<file path="src/logic/ppdc_map.svh">
/*
  Constants for the port pin driver control block: register offsets, timing, address width.
  Assumes an APB master on pclk at 100 MHz and an asynchronous active-low reset.
*/
`ifndef PPDC_MAP_SVH
`define PPDC_MAP_SVH
`define PPDC_OFF_LATCH 12'h000
`define PPDC_OFF_MODE_HI 12'h004
`define PPDC_OFF_MODE_LO 12'h008
`define PPDC_OFF_THRESH 12'h00c
`define PPDC_OFF_PIN 12'h010
`define PPDC_OFF_STAT 12'h014
`define PPDC_STRONG_NS 20
`define PPDC_CLK_NS 10
`define PPDC_STRONG_CYC (`PPDC_STRONG_NS / `PPDC_CLK_NS)
`define PPDC_ADDR_W 12
`endif

</file>
<file path="src/logic/ppdc_pkg.sv">
/*
  Types for the port pin driver control block.
  Assumes ppdc_map.svh is compiled alongside.
*/
package ppdc_pkg;
  typedef enum logic [1:0] {
    PPDC_QUASI = 2'b00,
    PPDC_PUSH = 2'b01,
    PPDC_INPUT = 2'b10,
    PPDC_OPEN = 2'b11
  } ppdc_mode_t;
  typedef struct packed {
    logic very_weak_pu;
    logic weak_pu;
    logic strong_pu;
    logic pull_down;
  } ppdc_drv_t;
endpackage

</file>
<file path="src/logic/ppdc_port.sv">
/*
  Driver control for one port of general-purpose pins plus the PWM pins, with APB registers.
  Assumes synchronous pin levels, straps stable at reset release, APB master on pclk.
*/
`include "ppdc_map.svh"
module ppdc_port
  import ppdc_pkg::*;
#(
  parameter int NPIN = 8,
  parameter int NPWM = 2,
  parameter int PROG_CLK_PIN = 7,
  parameter int PROG_DAT_PIN = 6,
  parameter bit QUASI_ONLY = 1'b0
) (
  input wire logic pclk,
  input wire logic presetn,
  input wire logic psel,
  input wire logic penable,
  input wire logic pwrite,
  input wire logic [`PPDC_ADDR_W-1:0] paddr,
  input wire logic [31:0] pwdata,
  output logic [31:0] prdata,
  output logic pready,
  output logic pslverr,
  input wire logic reset_level_select,
  input wire logic default_mode_select,
  input wire logic serial_flash_program_mode,
  input wire logic [NPIN-1:0] pin_level,
  output logic [NPIN-1:0] very_weak_pu,
  output logic [NPIN-1:0] weak_pu,
  output logic [NPIN-1:0] strong_pu,
  output logic [NPIN-1:0] pull_down,
  output logic [NPIN-1:0] pin_rx,
  input wire logic [NPWM-1:0] pwm_out,
  output logic [NPWM-1:0] pwm_pin_o,
  output logic [NPWM-1:0] pwm_pin_oe
);
  localparam int CW = 2;
  logic [NPIN-1:0] latch_ff, nxt_latch;
  logic [NPIN-1:0] mhi_ff, nxt_mhi;
  logic [NPIN-1:0] mlo_ff, nxt_mlo;
  logic thresh_ff;
  logic init_ff;
  logic [31:0] prdata_ff;
  logic [NPIN-1:0] vw_ff, wk_ff, st_ff, pd_ff, rx_ff;
  logic [NPWM-1:0] pwm_o_ff, pwm_oe_ff;
  logic [CW-1:0] cnt_ff [NPIN];
  logic [NPIN-1:0] smt_rx, ttl_rx;
  ppdc_drv_t drv [NPIN];

  wire wr_acc = psel && penable && pwrite;
  wire rd_acc = psel && penable && !pwrite;
  wire hit_latch = paddr == `PPDC_OFF_LATCH;
  wire hit_mhi = paddr == `PPDC_OFF_MODE_HI;
  wire hit_mlo = paddr == `PPDC_OFF_MODE_LO;
  wire hit_thr = paddr == `PPDC_OFF_THRESH;
  wire hit_pin = paddr == `PPDC_OFF_PIN;
  wire hit_stat = paddr == `PPDC_OFF_STAT;
  wire hit_any = hit_latch | hit_mhi | hit_mlo | hit_thr | hit_pin | hit_stat;
  wire [31:0] rd_mux =
    hit_latch ? 32'(latch_ff) :
    hit_mhi ? 32'(mhi_ff) :
    hit_mlo ? 32'(mlo_ff) :
    hit_thr ? 32'(thresh_ff) :
    hit_pin ? 32'(rx_ff) :
    hit_stat ? 32'({st_ff, serial_flash_program_mode}) : 32'h0000_0000;

  // Straps are captured at the first clock after reset release, not by the async reset.
  wire [NPIN-1:0] rst_latch = {NPIN{reset_level_select}};
  wire [NPIN-1:0] rst_mode = (default_mode_select || QUASI_ONLY) ? '0 : '1;

  assign nxt_latch = init_ff ? rst_latch :
                     (wr_acc && hit_latch) ? pwdata[NPIN-1:0] : latch_ff;
  assign nxt_mhi = QUASI_ONLY ? '0 : init_ff ? rst_mode :
                   (wr_acc && hit_mhi) ? pwdata[NPIN-1:0] : mhi_ff;
  assign nxt_mlo = QUASI_ONLY ? '0 : init_ff ? rst_mode :
                   (wr_acc && hit_mlo) ? pwdata[NPIN-1:0] : mlo_ff;
  assign smt_rx = pin_level;
  assign ttl_rx = pin_level;

  genvar g;
  generate
    for (g = 0; g < NPIN; g++) begin : g_pin
      wire ppdc_mode_t mode = ppdc_mode_t'({mhi_ff[g], mlo_ff[g]});
      wire rise = nxt_latch[g] && !latch_ff[g] && !init_ff;
      wire pulse_on = cnt_ff[g] != '0;
      // The two programming pins must look quasi-high for the whole reset.
      localparam bit PROG_RST = (g == PROG_CLK_PIN) || (g == PROG_DAT_PIN);
      wire prog_pin = PROG_RST;
      wire [CW-1:0] nxt_cnt = (rise && mode == PPDC_QUASI) ? CW'(`PPDC_STRONG_CYC) :
                              pulse_on ? cnt_ff[g] - CW'(1) : '0;
      always_comb begin
        drv[g] = '0;
        if (init_ff && prog_pin) begin
          drv[g].very_weak_pu = 1'b1;
          drv[g].weak_pu = pin_level[g];
        end else begin
          case (mode)
            PPDC_QUASI: begin
              drv[g].very_weak_pu = latch_ff[g];
              drv[g].weak_pu = latch_ff[g] && pin_level[g];
              drv[g].strong_pu = latch_ff[g] && pulse_on;
              drv[g].pull_down = !latch_ff[g];
            end
            PPDC_PUSH: begin
              drv[g].strong_pu = latch_ff[g];
              drv[g].pull_down = !latch_ff[g];
            end
            PPDC_OPEN: drv[g].pull_down = !latch_ff[g];
            PPDC_INPUT: drv[g] = '0;
            default: drv[g] = '0;
          endcase
        end
      end
      always_ff @(posedge pclk or negedge presetn) begin
        if (!presetn) begin
          cnt_ff[g] <= '0;
          vw_ff[g] <= PROG_RST;
          wk_ff[g] <= 1'b0;
          st_ff[g] <= 1'b0;
          pd_ff[g] <= 1'b0;
          rx_ff[g] <= 1'b0;
        end else begin
          cnt_ff[g] <= nxt_cnt;
          vw_ff[g] <= drv[g].very_weak_pu;
          wk_ff[g] <= drv[g].weak_pu;
          st_ff[g] <= drv[g].strong_pu;
          pd_ff[g] <= drv[g].pull_down;
          rx_ff[g] <= thresh_ff ? smt_rx[g] : ttl_rx[g];
        end
      end
    end
  endgenerate

  always_ff @(posedge pclk or negedge presetn) begin
    if (!presetn) begin
      init_ff <= 1'b1;
      latch_ff <= '0;
      mhi_ff <= '0;
      mlo_ff <= '0;
      thresh_ff <= 1'b1;
      prdata_ff <= 32'h0000_0000;
      pwm_o_ff <= '0;
      pwm_oe_ff <= '0;
    end else begin
      init_ff <= 1'b0;
      latch_ff <= nxt_latch;
      mhi_ff <= nxt_mhi;
      mlo_ff <= nxt_mlo;
      if (wr_acc && hit_thr) begin
        thresh_ff <= pwdata[0];
      end
      prdata_ff <= (psel && !penable && !pwrite) ? rd_mux : prdata_ff;
      pwm_o_ff <= pwm_out;
      pwm_oe_ff <= serial_flash_program_mode ? '0 : '1;
    end
  end

  assign prdata = prdata_ff;
  assign pready = 1'b1;
  assign pslverr = 1'b0;
  assign very_weak_pu = vw_ff;
  assign weak_pu = wk_ff;
  assign strong_pu = st_ff;
  assign pull_down = pd_ff;
  assign pin_rx = rx_ff;
  assign pwm_pin_o = pwm_o_ff;
  assign pwm_pin_oe = pwm_oe_ff;

  wire unused_ok = rd_acc | hit_any;

  a_quasi_low_drive: assert property (@(posedge pclk) disable iff (!presetn)
    (!init_ff && mhi_ff == 0 && mlo_ff == 0 && !latch_ff[0]) |=> pull_down[0])
    else $error("quasi low latch not driven low");
  a_strong_two_cyc: assert property (@(posedge pclk) disable iff (!presetn)
    ($rose(latch_ff[0]) && !mhi_ff[0] && !mlo_ff[0] && !$past(init_ff) && !init_ff)
    |=> strong_pu[0] ##1 (strong_pu[0] || !latch_ff[0]) ##1 !strong_pu[0])
    else $error("strong pull-up pulse length wrong");
  a_open_no_pull: assert property (@(posedge pclk) disable iff (!presetn)
    (mhi_ff[1] && mlo_ff[1] && !init_ff) |=> !very_weak_pu[1] && !weak_pu[1] && !strong_pu[1])
    else $error("pull-up active in open drain");
  a_push_high: assert property (@(posedge pclk) disable iff (!presetn)
    (!mhi_ff[2] && mlo_ff[2] && latch_ff[2] && !init_ff) |=> strong_pu[2])
    else $error("push-pull high not driven");
  a_weak_follow: assert property (@(posedge pclk) disable iff (!presetn)
    (!init_ff && !mhi_ff[3] && !mlo_ff[3] && latch_ff[3] && !pin_level[3]) |=> !weak_pu[3])
    else $error("weak pull-up on with pin low");
  a_vweak_follow: assert property (@(posedge pclk) disable iff (!presetn)
    (!init_ff && !mhi_ff[4] && !mlo_ff[4]) |=> very_weak_pu[4] == $past(latch_ff[4]))
    else $error("very weak pull-up mismatch");
  a_pwm_tristate: assert property (@(posedge pclk) disable iff (!presetn)
    serial_flash_program_mode |=> pwm_pin_oe == '0)
    else $error("pwm pin driven in programming mode");
  a_input_quiet: assert property (@(posedge pclk) disable iff (!presetn)
    (mhi_ff[5] && !mlo_ff[5] && !init_ff) |=> !pull_down[5] && !very_weak_pu[5])
    else $error("input-only pin driven");
  a_reset_level: assert property (@(posedge pclk) disable iff (!presetn)
    init_ff |=> latch_ff == {NPIN{$past(reset_level_select)}})
    else $error("latch reset level wrong");

  // Programming pins stay quasi-high through reset and the strap load cycle.
  a_prog_init_high: assert property (@(posedge pclk) disable iff (!presetn)
    init_ff |-> very_weak_pu[PROG_CLK_PIN] && very_weak_pu[PROG_DAT_PIN])
    else $error("programming pins not quasi-high after reset");
  a_prog_init_next: assert property (@(posedge pclk) disable iff (!presetn)
    init_ff |=> very_weak_pu[PROG_CLK_PIN] && very_weak_pu[PROG_DAT_PIN])
    else $error("programming pins not quasi-high in load cycle");
  a_prog_weak_follow: assert property (@(posedge pclk) disable iff (!presetn)
    init_ff |=> weak_pu[PROG_CLK_PIN] == $past(pin_level[PROG_CLK_PIN]))
    else $error("programming clock weak pull-up wrong");

  // Mode straps land in the mode bits at the load cycle.
  a_mode_reset: assert property (@(posedge pclk) disable iff (!presetn)
    (init_ff && !QUASI_ONLY) |=> mhi_ff == {NPIN{!$past(default_mode_select)}} &&
      mlo_ff == {NPIN{!$past(default_mode_select)}})
    else $error("mode bits reset value wrong");

  // Register writes take effect on the next edge and are held otherwise.
  a_latch_take: assert property (@(posedge pclk) disable iff (!presetn)
    (!init_ff && psel && penable && pwrite && paddr == `PPDC_OFF_LATCH)
    |=> latch_ff == $past(pwdata[NPIN-1:0]))
    else $error("latch write lost");
  a_latch_hold: assert property (@(posedge pclk) disable iff (!presetn)
    (!init_ff && !(psel && penable && pwrite && paddr == `PPDC_OFF_LATCH))
    |=> $stable(latch_ff))
    else $error("latch changed without write");
  a_mode_hi_take: assert property (@(posedge pclk) disable iff (!presetn)
    (!init_ff && !QUASI_ONLY && psel && penable && pwrite && paddr == `PPDC_OFF_MODE_HI)
    |=> mhi_ff == $past(pwdata[NPIN-1:0]))
    else $error("mode high write lost");
  a_mode_lo_take: assert property (@(posedge pclk) disable iff (!presetn)
    (!init_ff && !QUASI_ONLY && psel && penable && pwrite && paddr == `PPDC_OFF_MODE_LO)
    |=> mlo_ff == $past(pwdata[NPIN-1:0]))
    else $error("mode low write lost");
  a_thresh_take: assert property (@(posedge pclk) disable iff (!presetn)
    (psel && penable && pwrite && paddr == `PPDC_OFF_THRESH) |=> thresh_ff == $past(pwdata[0]))
    else $error("threshold write lost");

  // Driver outputs per mode, one cycle after the cause.
  a_quasi_low_nopu: assert property (@(posedge pclk) disable iff (!presetn)
    (!init_ff && !mhi_ff[0] && !mlo_ff[0] && !latch_ff[0])
    |=> !very_weak_pu[0] && !weak_pu[0] && !strong_pu[0])
    else $error("pull-up on with quasi latch low");
  a_quasi_low_prog: assert property (@(posedge pclk) disable iff (!presetn)
    (!init_ff && !mhi_ff[6] && !mlo_ff[6] && !latch_ff[6]) |=> pull_down[6])
    else $error("quasi programming pin not driven low");
  a_quasi_weak_on: assert property (@(posedge pclk) disable iff (!presetn)
    (!init_ff && !mhi_ff[3] && !mlo_ff[3] && latch_ff[3] && pin_level[3]) |=> weak_pu[3])
    else $error("weak pull-up off with latch and pin high");
  a_open_pd: assert property (@(posedge pclk) disable iff (!presetn)
    (!init_ff && mhi_ff[1] && mlo_ff[1]) |=> pull_down[1] == !$past(latch_ff[1]))
    else $error("open drain pull-down wrong");
  a_open_pd_prog: assert property (@(posedge pclk) disable iff (!presetn)
    (!init_ff && mhi_ff[6] && mlo_ff[6]) |=> !strong_pu[6] && !very_weak_pu[6])
    else $error("open drain programming pin pulled up");
  a_no_strong_hi: assert property (@(posedge pclk) disable iff (!presetn)
    (!init_ff && mhi_ff[1]) |=> !strong_pu[1])
    else $error("strong pull-up in input or open drain");
  a_push_low_pd: assert property (@(posedge pclk) disable iff (!presetn)
    (!init_ff && !mhi_ff[2] && mlo_ff[2] && !latch_ff[2]) |=> pull_down[2] && !strong_pu[2])
    else $error("push-pull low not driven");
  a_push_no_weak: assert property (@(posedge pclk) disable iff (!presetn)
    (!init_ff && !mhi_ff[2] && mlo_ff[2]) |=> !very_weak_pu[2] && !weak_pu[2])
    else $error("weak pull-up in push-pull");
  a_push_high_prog: assert property (@(posedge pclk) disable iff (!presetn)
    (!init_ff && !mhi_ff[7] && mlo_ff[7] && latch_ff[7]) |=> strong_pu[7])
    else $error("push-pull programming pin not high");
  a_input_no_pu: assert property (@(posedge pclk) disable iff (!presetn)
    (!init_ff && mhi_ff[5] && !mlo_ff[5]) |=> !weak_pu[5] && !strong_pu[5])
    else $error("input-only pin pulled up");
  a_input_no_pd: assert property (@(posedge pclk) disable iff (!presetn)
    (!init_ff && mhi_ff[4] && !mlo_ff[4]) |=> !pull_down[4])
    else $error("input-only pin pulled down");
  a_nonquasi_quiet: assert property (@(posedge pclk) disable iff (!presetn)
    (!init_ff && (mhi_ff[3] || mlo_ff[3])) |=> !very_weak_pu[3] && !weak_pu[3])
    else $error("quasi pull-up outside quasi mode");

  // Receiver and PWM pin paths.
  a_rx_follow: assert property (@(posedge pclk) disable iff (!presetn)
    1'b1 |=> pin_rx == $past(pin_level))
    else $error("received level wrong");
  a_pwm_pass: assert property (@(posedge pclk) disable iff (!presetn)
    !serial_flash_program_mode |=> pwm_pin_oe == '1 && pwm_pin_o == $past(pwm_out))
    else $error("pwm pin not driven outside programming mode");

  c_strong_pulse: cover property (@(posedge pclk) disable iff (!presetn) $rose(strong_pu[0]));
  c_prog_mode: cover property (@(posedge pclk) disable iff (!presetn)
    $rose(serial_flash_program_mode));
  c_open_low: cover property (@(posedge pclk) disable iff (!presetn)
    mhi_ff[1] && mlo_ff[1] && pull_down[1]);
  c_push_high: cover property (@(posedge pclk) disable iff (!presetn)
    !mhi_ff[2] && mlo_ff[2] && strong_pu[2]);
  c_open_reset: cover property (@(posedge pclk) disable iff (!presetn)
    init_ff && !default_mode_select);
endmodule // ppdc_port

</file>
<file path="config.mk">
export PLATFORM = sky130hd
export DESIGN_NAME = ppdc_port
export DESIGN_NICKNAME = d
export VERILOG_FILES = /design/src/logic/ppdc_pkg.sv /design/src/logic/ppdc_port.sv
export VERILOG_INCLUDE_DIRS = /design/src /design/src/logic
export SDC_FILE = /design/constraint.sdc
export NUM_CORES = 1
export LEC_CHECK = 0
export BUFFER_PORTS_ARGS = -buffer_cell sky130_fd_sc_hd__buf_2
export CORE_ASPECT_RATIO = 1.25
export CORE_MARGIN = 5
export CORE_UTILIZATION = 54
export CTS_BUF_LIST = sky130_fd_sc_hd__clkbuf_16
export DETAILED_ROUTE_END_ITERATION = 12
export GPL_TIMING_DRIVEN = 0
export PLACE_DENSITY = 0.84
export SLEW_MARGIN = 20
export SYNTH_ARGS = -nofsm -noshare
export SYNTH_HDL_FRONTEND = slang
export SYNTH_SLANG_ARGS = --single-unit
</file>
<file path="constraint.sdc">
create_clock -name pclk -period 4.1 [get_ports pclk]
set_clock_uncertainty 0.05 [all_clocks]
set_input_delay 1.23 -clock pclk [delete_from_list [all_inputs] [get_ports pclk]]
set_output_delay 1.23 -clock pclk [all_outputs]
set_load 0.1 [all_outputs]
</file>
# Yosys cells after proc, flatten, opt, wreduce, memory -nomap -nowiden
# Index checks and enable logic that the tools add are counted.
[op_classes]
bitwise = 0
n_addsub = 8
shifts = 0
reduce_logical = 86
div_mod_pow = 0
mul = 0
n_lt_le_gt_ge = 0
muxes = 58
eq_ne = 29
[ops]
columns = ["operator", "count"]
rows = [
  ["$mux W2", 29],
  ["$mux W8", 7],
  ["$mux W9", 6],
  ["$logic_and A1 B1 Y1", 48],
  ["$eq A2 B2 Y1 const B", 16],
  ["$pmux W1 S2", 16],
  ["$eq A12 B4 Y1 const B", 2],
  ["$eq A12 B5 Y1 const B", 2],
  ["$reduce_or A3 Y1", 8],
  ["$reduce_bool A2 Y1", 10],
  ["$eq A2 B1 Y1 const B", 8],
  ["$logic_not A2 Y1", 8],
  ["$sub A2 B1 Y2 const B", 8],
  ["$eq A12 B3 Y1 const B", 1],
  ["$logic_not A12 Y1", 1],
  ["$logic_not A1 Y1", 11],
]
[totals]
mem_count = 0
word_cells = 237
latch_bits = 0
inputBits = 62
mem_bits_ro = 0
regBits = 118
out_inout_bits = 78
mem_bits_rw = 0

# Logic depth before layout (Yosys ltp)
[depth]
word_depth = 9
ltp_mapped = 7
depth_no_buf = 5

# Least setup slack after synthesis
# No wires, ideal clock.
[synth_timing]
path_kind = "input -> register"
startpoint = "in paddr[4]"
endpoint = "reg latch_ff[0]"
path_stages = 6
setup_time_ps = 140
path_buffers = 1
t_arrival_ps = 2553
path_slack_ps = 1356
required_ps = 3910
path_cell_list = "buf_6 nor4_4 nand2_2 nor3_4 mux2i_1 a21oi_1"
[synth_via]
elab_chain_cells = 4
[synth_rtl]
columns = ["element", "line", "source"]
rows = [
  ["from (decl)", "ppdc_port.sv:20", "input wire logic [`PPDC_ADDR_W-1:0] paddr,"],
  ["$logic_not A12 Y1 (no source line)", "-", ""],
  ["$logic_and A1 B1 Y1", "ppdc_port.sv:73", "(wr_acc && hit_latch) ? pwdata[NPIN-1:0] : latch_ff;"],
  ["$mux W8", "ppdc_port.sv:73", ""],
  ["$mux W8", "ppdc_port.sv:72", "assign nxt_latch = init_ff ? rst_latch :"],
  ["net nxt_latch[0]", "ppdc_port.sv:39", "logic [NPIN-1:0] latch_ff, nxt_latch;"],
  ["to (signal assigned)", "ppdc_port.sv:147", "latch_ff <= nxt_latch;"],
  ["to (decl)", "ppdc_port.sv:39", ""],
]
# The timed path passes the listed nets, and every way through them passes these cells.
# A chain may end at the register's enable or synchronous reset.

# Worst setup path after layout
[layout_timing]
startpoint = "in paddr[7]"
endpoint = "reg cnt_ff[10] in the netlist's numbering"
[layout_via]
elab_chain_cells = 8
[layout_rtl]
columns = ["element", "line", "source"]
rows = [
  ["$logic_not A12 Y1 (no source line)", "-", ""],
  ["$logic_and A1 B1 Y1", "ppdc_port.sv:73", ""],
  ["$mux W8", "ppdc_port.sv:73", ""],
  ["$mux W8", "ppdc_port.sv:72", ""],
  ["$logic_and A1 B1 Y1 (2 in series)", "ppdc_port.sv:85", "wire rise = nxt_latch[g] && !latch_ff[g] && !init_ff;"],
  ["$logic_and A1 B1 Y1", "ppdc_port.sv:90", "wire [CW-1:0] nxt_cnt = (rise && mode == PPDC_QUASI) ? CW'(`PPDC_STRONG_CYC) :"],
  ["$mux W2", "ppdc_port.sv:90", ""],
  ["net g_pin[2].nxt_cnt[0]", "ppdc_port.sv:90", ""],
  ["to (signal, indexed assignment)", "ppdc_port.sv:124", "cnt_ff[g] <= nxt_cnt;"],
  ["to (decl)", "ppdc_port.sv:47", "logic [CW-1:0] cnt_ff [NPIN];"],
]
# The timed path passes the listed nets, and every way through them passes these cells.

==> impl_results.md <==
* Outcome: finished clean
* Worst EP arrival at 3.28 ns
* Layout Nets at 575
* Clk_lat worst skew at about 0.34 ns
* Post-synth ARST share at 100.0%
* F_max at 0.3225 GHz
* Worst Hold Slack at 0.4095 ns
* Post-DP HPWL at 7740 um
* Die area at 0.009669 mm2
* Post-synthesis cell area at around 0.0042 mm2
* H-tree levels at 3
* Leakage at 2.664 nW
* Worst Hold Depth at 1
* Hold violation count in the final report at 0
* FF-to-FF path depth at 4
* Post-synthesis sequential area ratio at 56.02%
* Total Routing Usage GR at a little under a quarter
* Antenna viol nets, final at 0
* Largest net degree at the start of global routing at 61
* WL per Instance at 18.09 um
* # IOs at 140
* CP Launch Type: primary input
* Layout area overhead at 23.70%
* Seq pwr share at 40.8%
* R2r endpoint: latch_ff[3]
* Synth cell types at 46
* Simple-gate share of the synthesized area at 19.18%
* PortBufs at between 80 and 90
* Clock network power share at 34.0%
* First-pass GRT wire length at 17190 um
* Core box area at 0.007702 mm2
* Post-cts hold buffer count at 0
* Starting DRT DRC Count at ~320
* PnR Total Power at 2.568 mW
* R2R Setup Slk at 1.77 ns
* Area after DPL at 0.004892 mm2
* Hold endpoint: cnt_ff[2]
* Non-Filler Instances at slightly above 600
* Final instance area at 0.005205 mm2
* Max clock buf depth at 2
* Diode count at 0
* Logic pwr share at 25.3%
* DR DRC count at 0
* Die span in y at 108.7 um
* Initial antenna violation count at 0
* Register bit total from synthesis at 94
* Final setup fails at 0
* CTS Root Cell: clkbuf_16
* FF+latch area at about 0.0024 mm2
* Multi-input gate area at 0.001592 mm2
* Max Transition Viols Final at 0
* Class of the worst hold path: flop to flop
* GP Congestion at 0.9334
* CTS tree: done
* Number of global-route vias before repair at 3439
* Chip width at 88.96 um
* Starting Density at roughly 55%
* Syn. warnings at 0
* Peak VDD IR at ~360 uV
* Crit Path Category: primary input to flop
* Psw at between 0.9 and 1 mW
* Max-slew headroom at 29.17%
* Largest family of logic cells by synthesized area: simple AND/OR/NAND/NOR gates
* Synth Area in XOR/XNOR at 0%
* Gr ovfl total at 0
* Setup TNS at 0 ns
* Num CTS Buffers at 9
* Ratio of final minimum period to clock period at 75.62%
* Worst-margin pin slew at about 1.1 ns
* Hold wc startpoint: cnt_ff[2]
* PwrDens at 493.3 mW/mm2
* Max-Cap Viols at 0
* Synth Area in Adders at 0%
* CTS resizes at 0
* Syn_area_per_cell at around 11 um2
* Mux share of post-synthesis cell area at 3.955%
* CP required at 4.28 ns
* Synth Area in Compound Gates at 12.37%
* Crit Path Max Fanout at 9
* Post-DR vias/cell at between 5 and 6
* DP Cell Count at about 600
* Reg-to-Reg Start: init_ff
* Worst Setup End Kind: flop
* Vias at 3468
* Switching share of power at 36.23%
* Share of post-route cells with drive strength above 1 at just under 30%
* Int Pwr at 1.637 mW
* Rows at 36
* Number of synthesized flops with an enable pin at 0
* Fillers at 610
* Initial DRT Pass Iterations at 5
* Routed wire length at around 11000 um
* RSZ-0062 raised after global routing: no
* Main synth FF type: dfrtp_1
* Syn Inst Count at just under 400
* Clk slew on worst S/H paths at around 0.06 ns
* Min cycle time layout at approximately 3.1 ns
* Clk sink count at 94
* Post-CTS Repair Setup Buffers at 0
synthesized netlist by cell type (6+ instances only):
library cell | number | area share (%)
and4b_1 | 7 | 1.7
clkbuf_1 | 8 | 0.71
nor2_1 | 29 | 2.6
o21ai_0 | 16 | 1.9
o31ai_1 | 7 | 1.2
nand4_1 | 6 | 0.89
dfrtp_1 | 90 | 54
nor3_1 | 18 | 2.1
mux2i_1 | 11 | 2.6
a21o_1 | 9 | 1.6
nand2_1 | 18 | 1.6
inv_1 | 20 | 1.8
and2_1 | 9 | 1.3
a21oi_1 | 27 | 3.2
a311oi_1 | 7 | 1.5
nor3b_1 | 12 | 2.1
buf_4 | 26 | 4.6
cell families (layout without fill, tap and decap cells):
logic type / after synthesis / count (layout)
AO/OA/AOI/OAI: 81 / 81
buffers and inverters: 62 / 168
flip-flops: 94 / 94
multiplexers: 16 / 16
other: 2 / 26
AND/OR/NAND/NOR: 133 / 133
cells in the final DEF (no fill, tap or decap), types with 4 or more instances in the layout:
cell / count
inv_1: 20
a311oi_1: 7
nand2b_1: 4
buf_2: 91
dfstp_2: 4
dfrtp_1: 90
mux2_2: 5
nor2_1: 29
nand2_1: 18
o31ai_1: 7
and3_1: 5
buf_4: 27
mux2i_1: 11
clkbuf_16: 9
conb_1: 26
o21ai_0: 16
clkbuf_1: 8
nor3b_1: 12
a21o_1: 9
nand4_1: 6
or3_1: 5
and2_1: 9
nor3_1: 18
a221oi_1: 5
a21oi_1: 27
and4b_1: 7
nand3_1: 4
worst max path at each step:
stage	from	to	slack [ns]	depth (start not counted)
3_3_place_gp	paddr[7]	cnt_ff[2]	0.69	6
4_1_cts	paddr[7]	cnt_ff[4]	1.04	6
3_5_place_dp	paddr[7]	cnt_ff[2]	0.68	6
6_report	paddr[7]	cnt_ff[10]	1.0	6
2_1_floorplan	paddr[4]	latch_ff[0]	1.36	6
5_1_grt	paddr[7]	cnt_ff[11]	0.87	6
per-stage QoR:
stage / setup WS [ns] / utilization [%]
after global routing: 0.8664 / 67.58
after CTS: 1.043 / 67.58
after global placement: 0.6934 / 63.13
after detailed placement: 0.6782 / 63.52
final: 0.9994 / 67.58
after floorplan: 1.356 / -
layer usage:
metal / part of all wire (%) / vias up / global-route usage [%]
met5: 0 / - / 0
met4: 2.7 / 0 / 10.32
met3: 8.9 / 37 / 5.442
met2: 50 / 194 / 39.23
met1: 39 / 1653 / 30.10
li1: - / 1584 / -
critical path: stages:
cell and delay, ns:
buf_2 0.13, nor4_4 0.58, nand4_2 0.42, nor3_4 0.54
and4b_1 0.31, nor3b_1 0.06
final cells by class:
| cell class | count | share of cell area (%) |
|---|---|---|
| Sequential cell | 94 | 45.29 |
| Multi-Input combinational cell | 256 | 30.58 |
| Timing Repair Buffer | 90 | 9.135 |
| Buffer | 41 | 5.192 |
| Clock buffer | 9 | 4.327 |
| Tap cell | 95 | 2.284 |
| Clock inverter | 7 | 1.683 |
| Inverter | 21 | 1.514 |
power by group through the flow:
stage	clock (mW)	combinational [mW]	sequential [mW]
after floorplan	0	0.224	1.35
after global placement	0	0.636	1.06
after detailed placement	0	0.647	1.06
after CTS	0.884	0.649	1.04
after global routing	0.931	0.677	1.05
final	0.872	0.649	1.05
flip-flops by register name (all words and copies together), names as in the netlist:
name          flops
cnt_ff           16
init_ff           1
latch_ff          8
mhi_ff            8
mlo_ff            8
pin_rx            8
prdata            9
pull_down         8
pwm_pin_o         2
pwm_pin_oe        1
strong_pu         8
thresh_ff         1
very_weak_pu      8
weak_pu           8
Note: power is estimated with default switching activity, not from simulation.
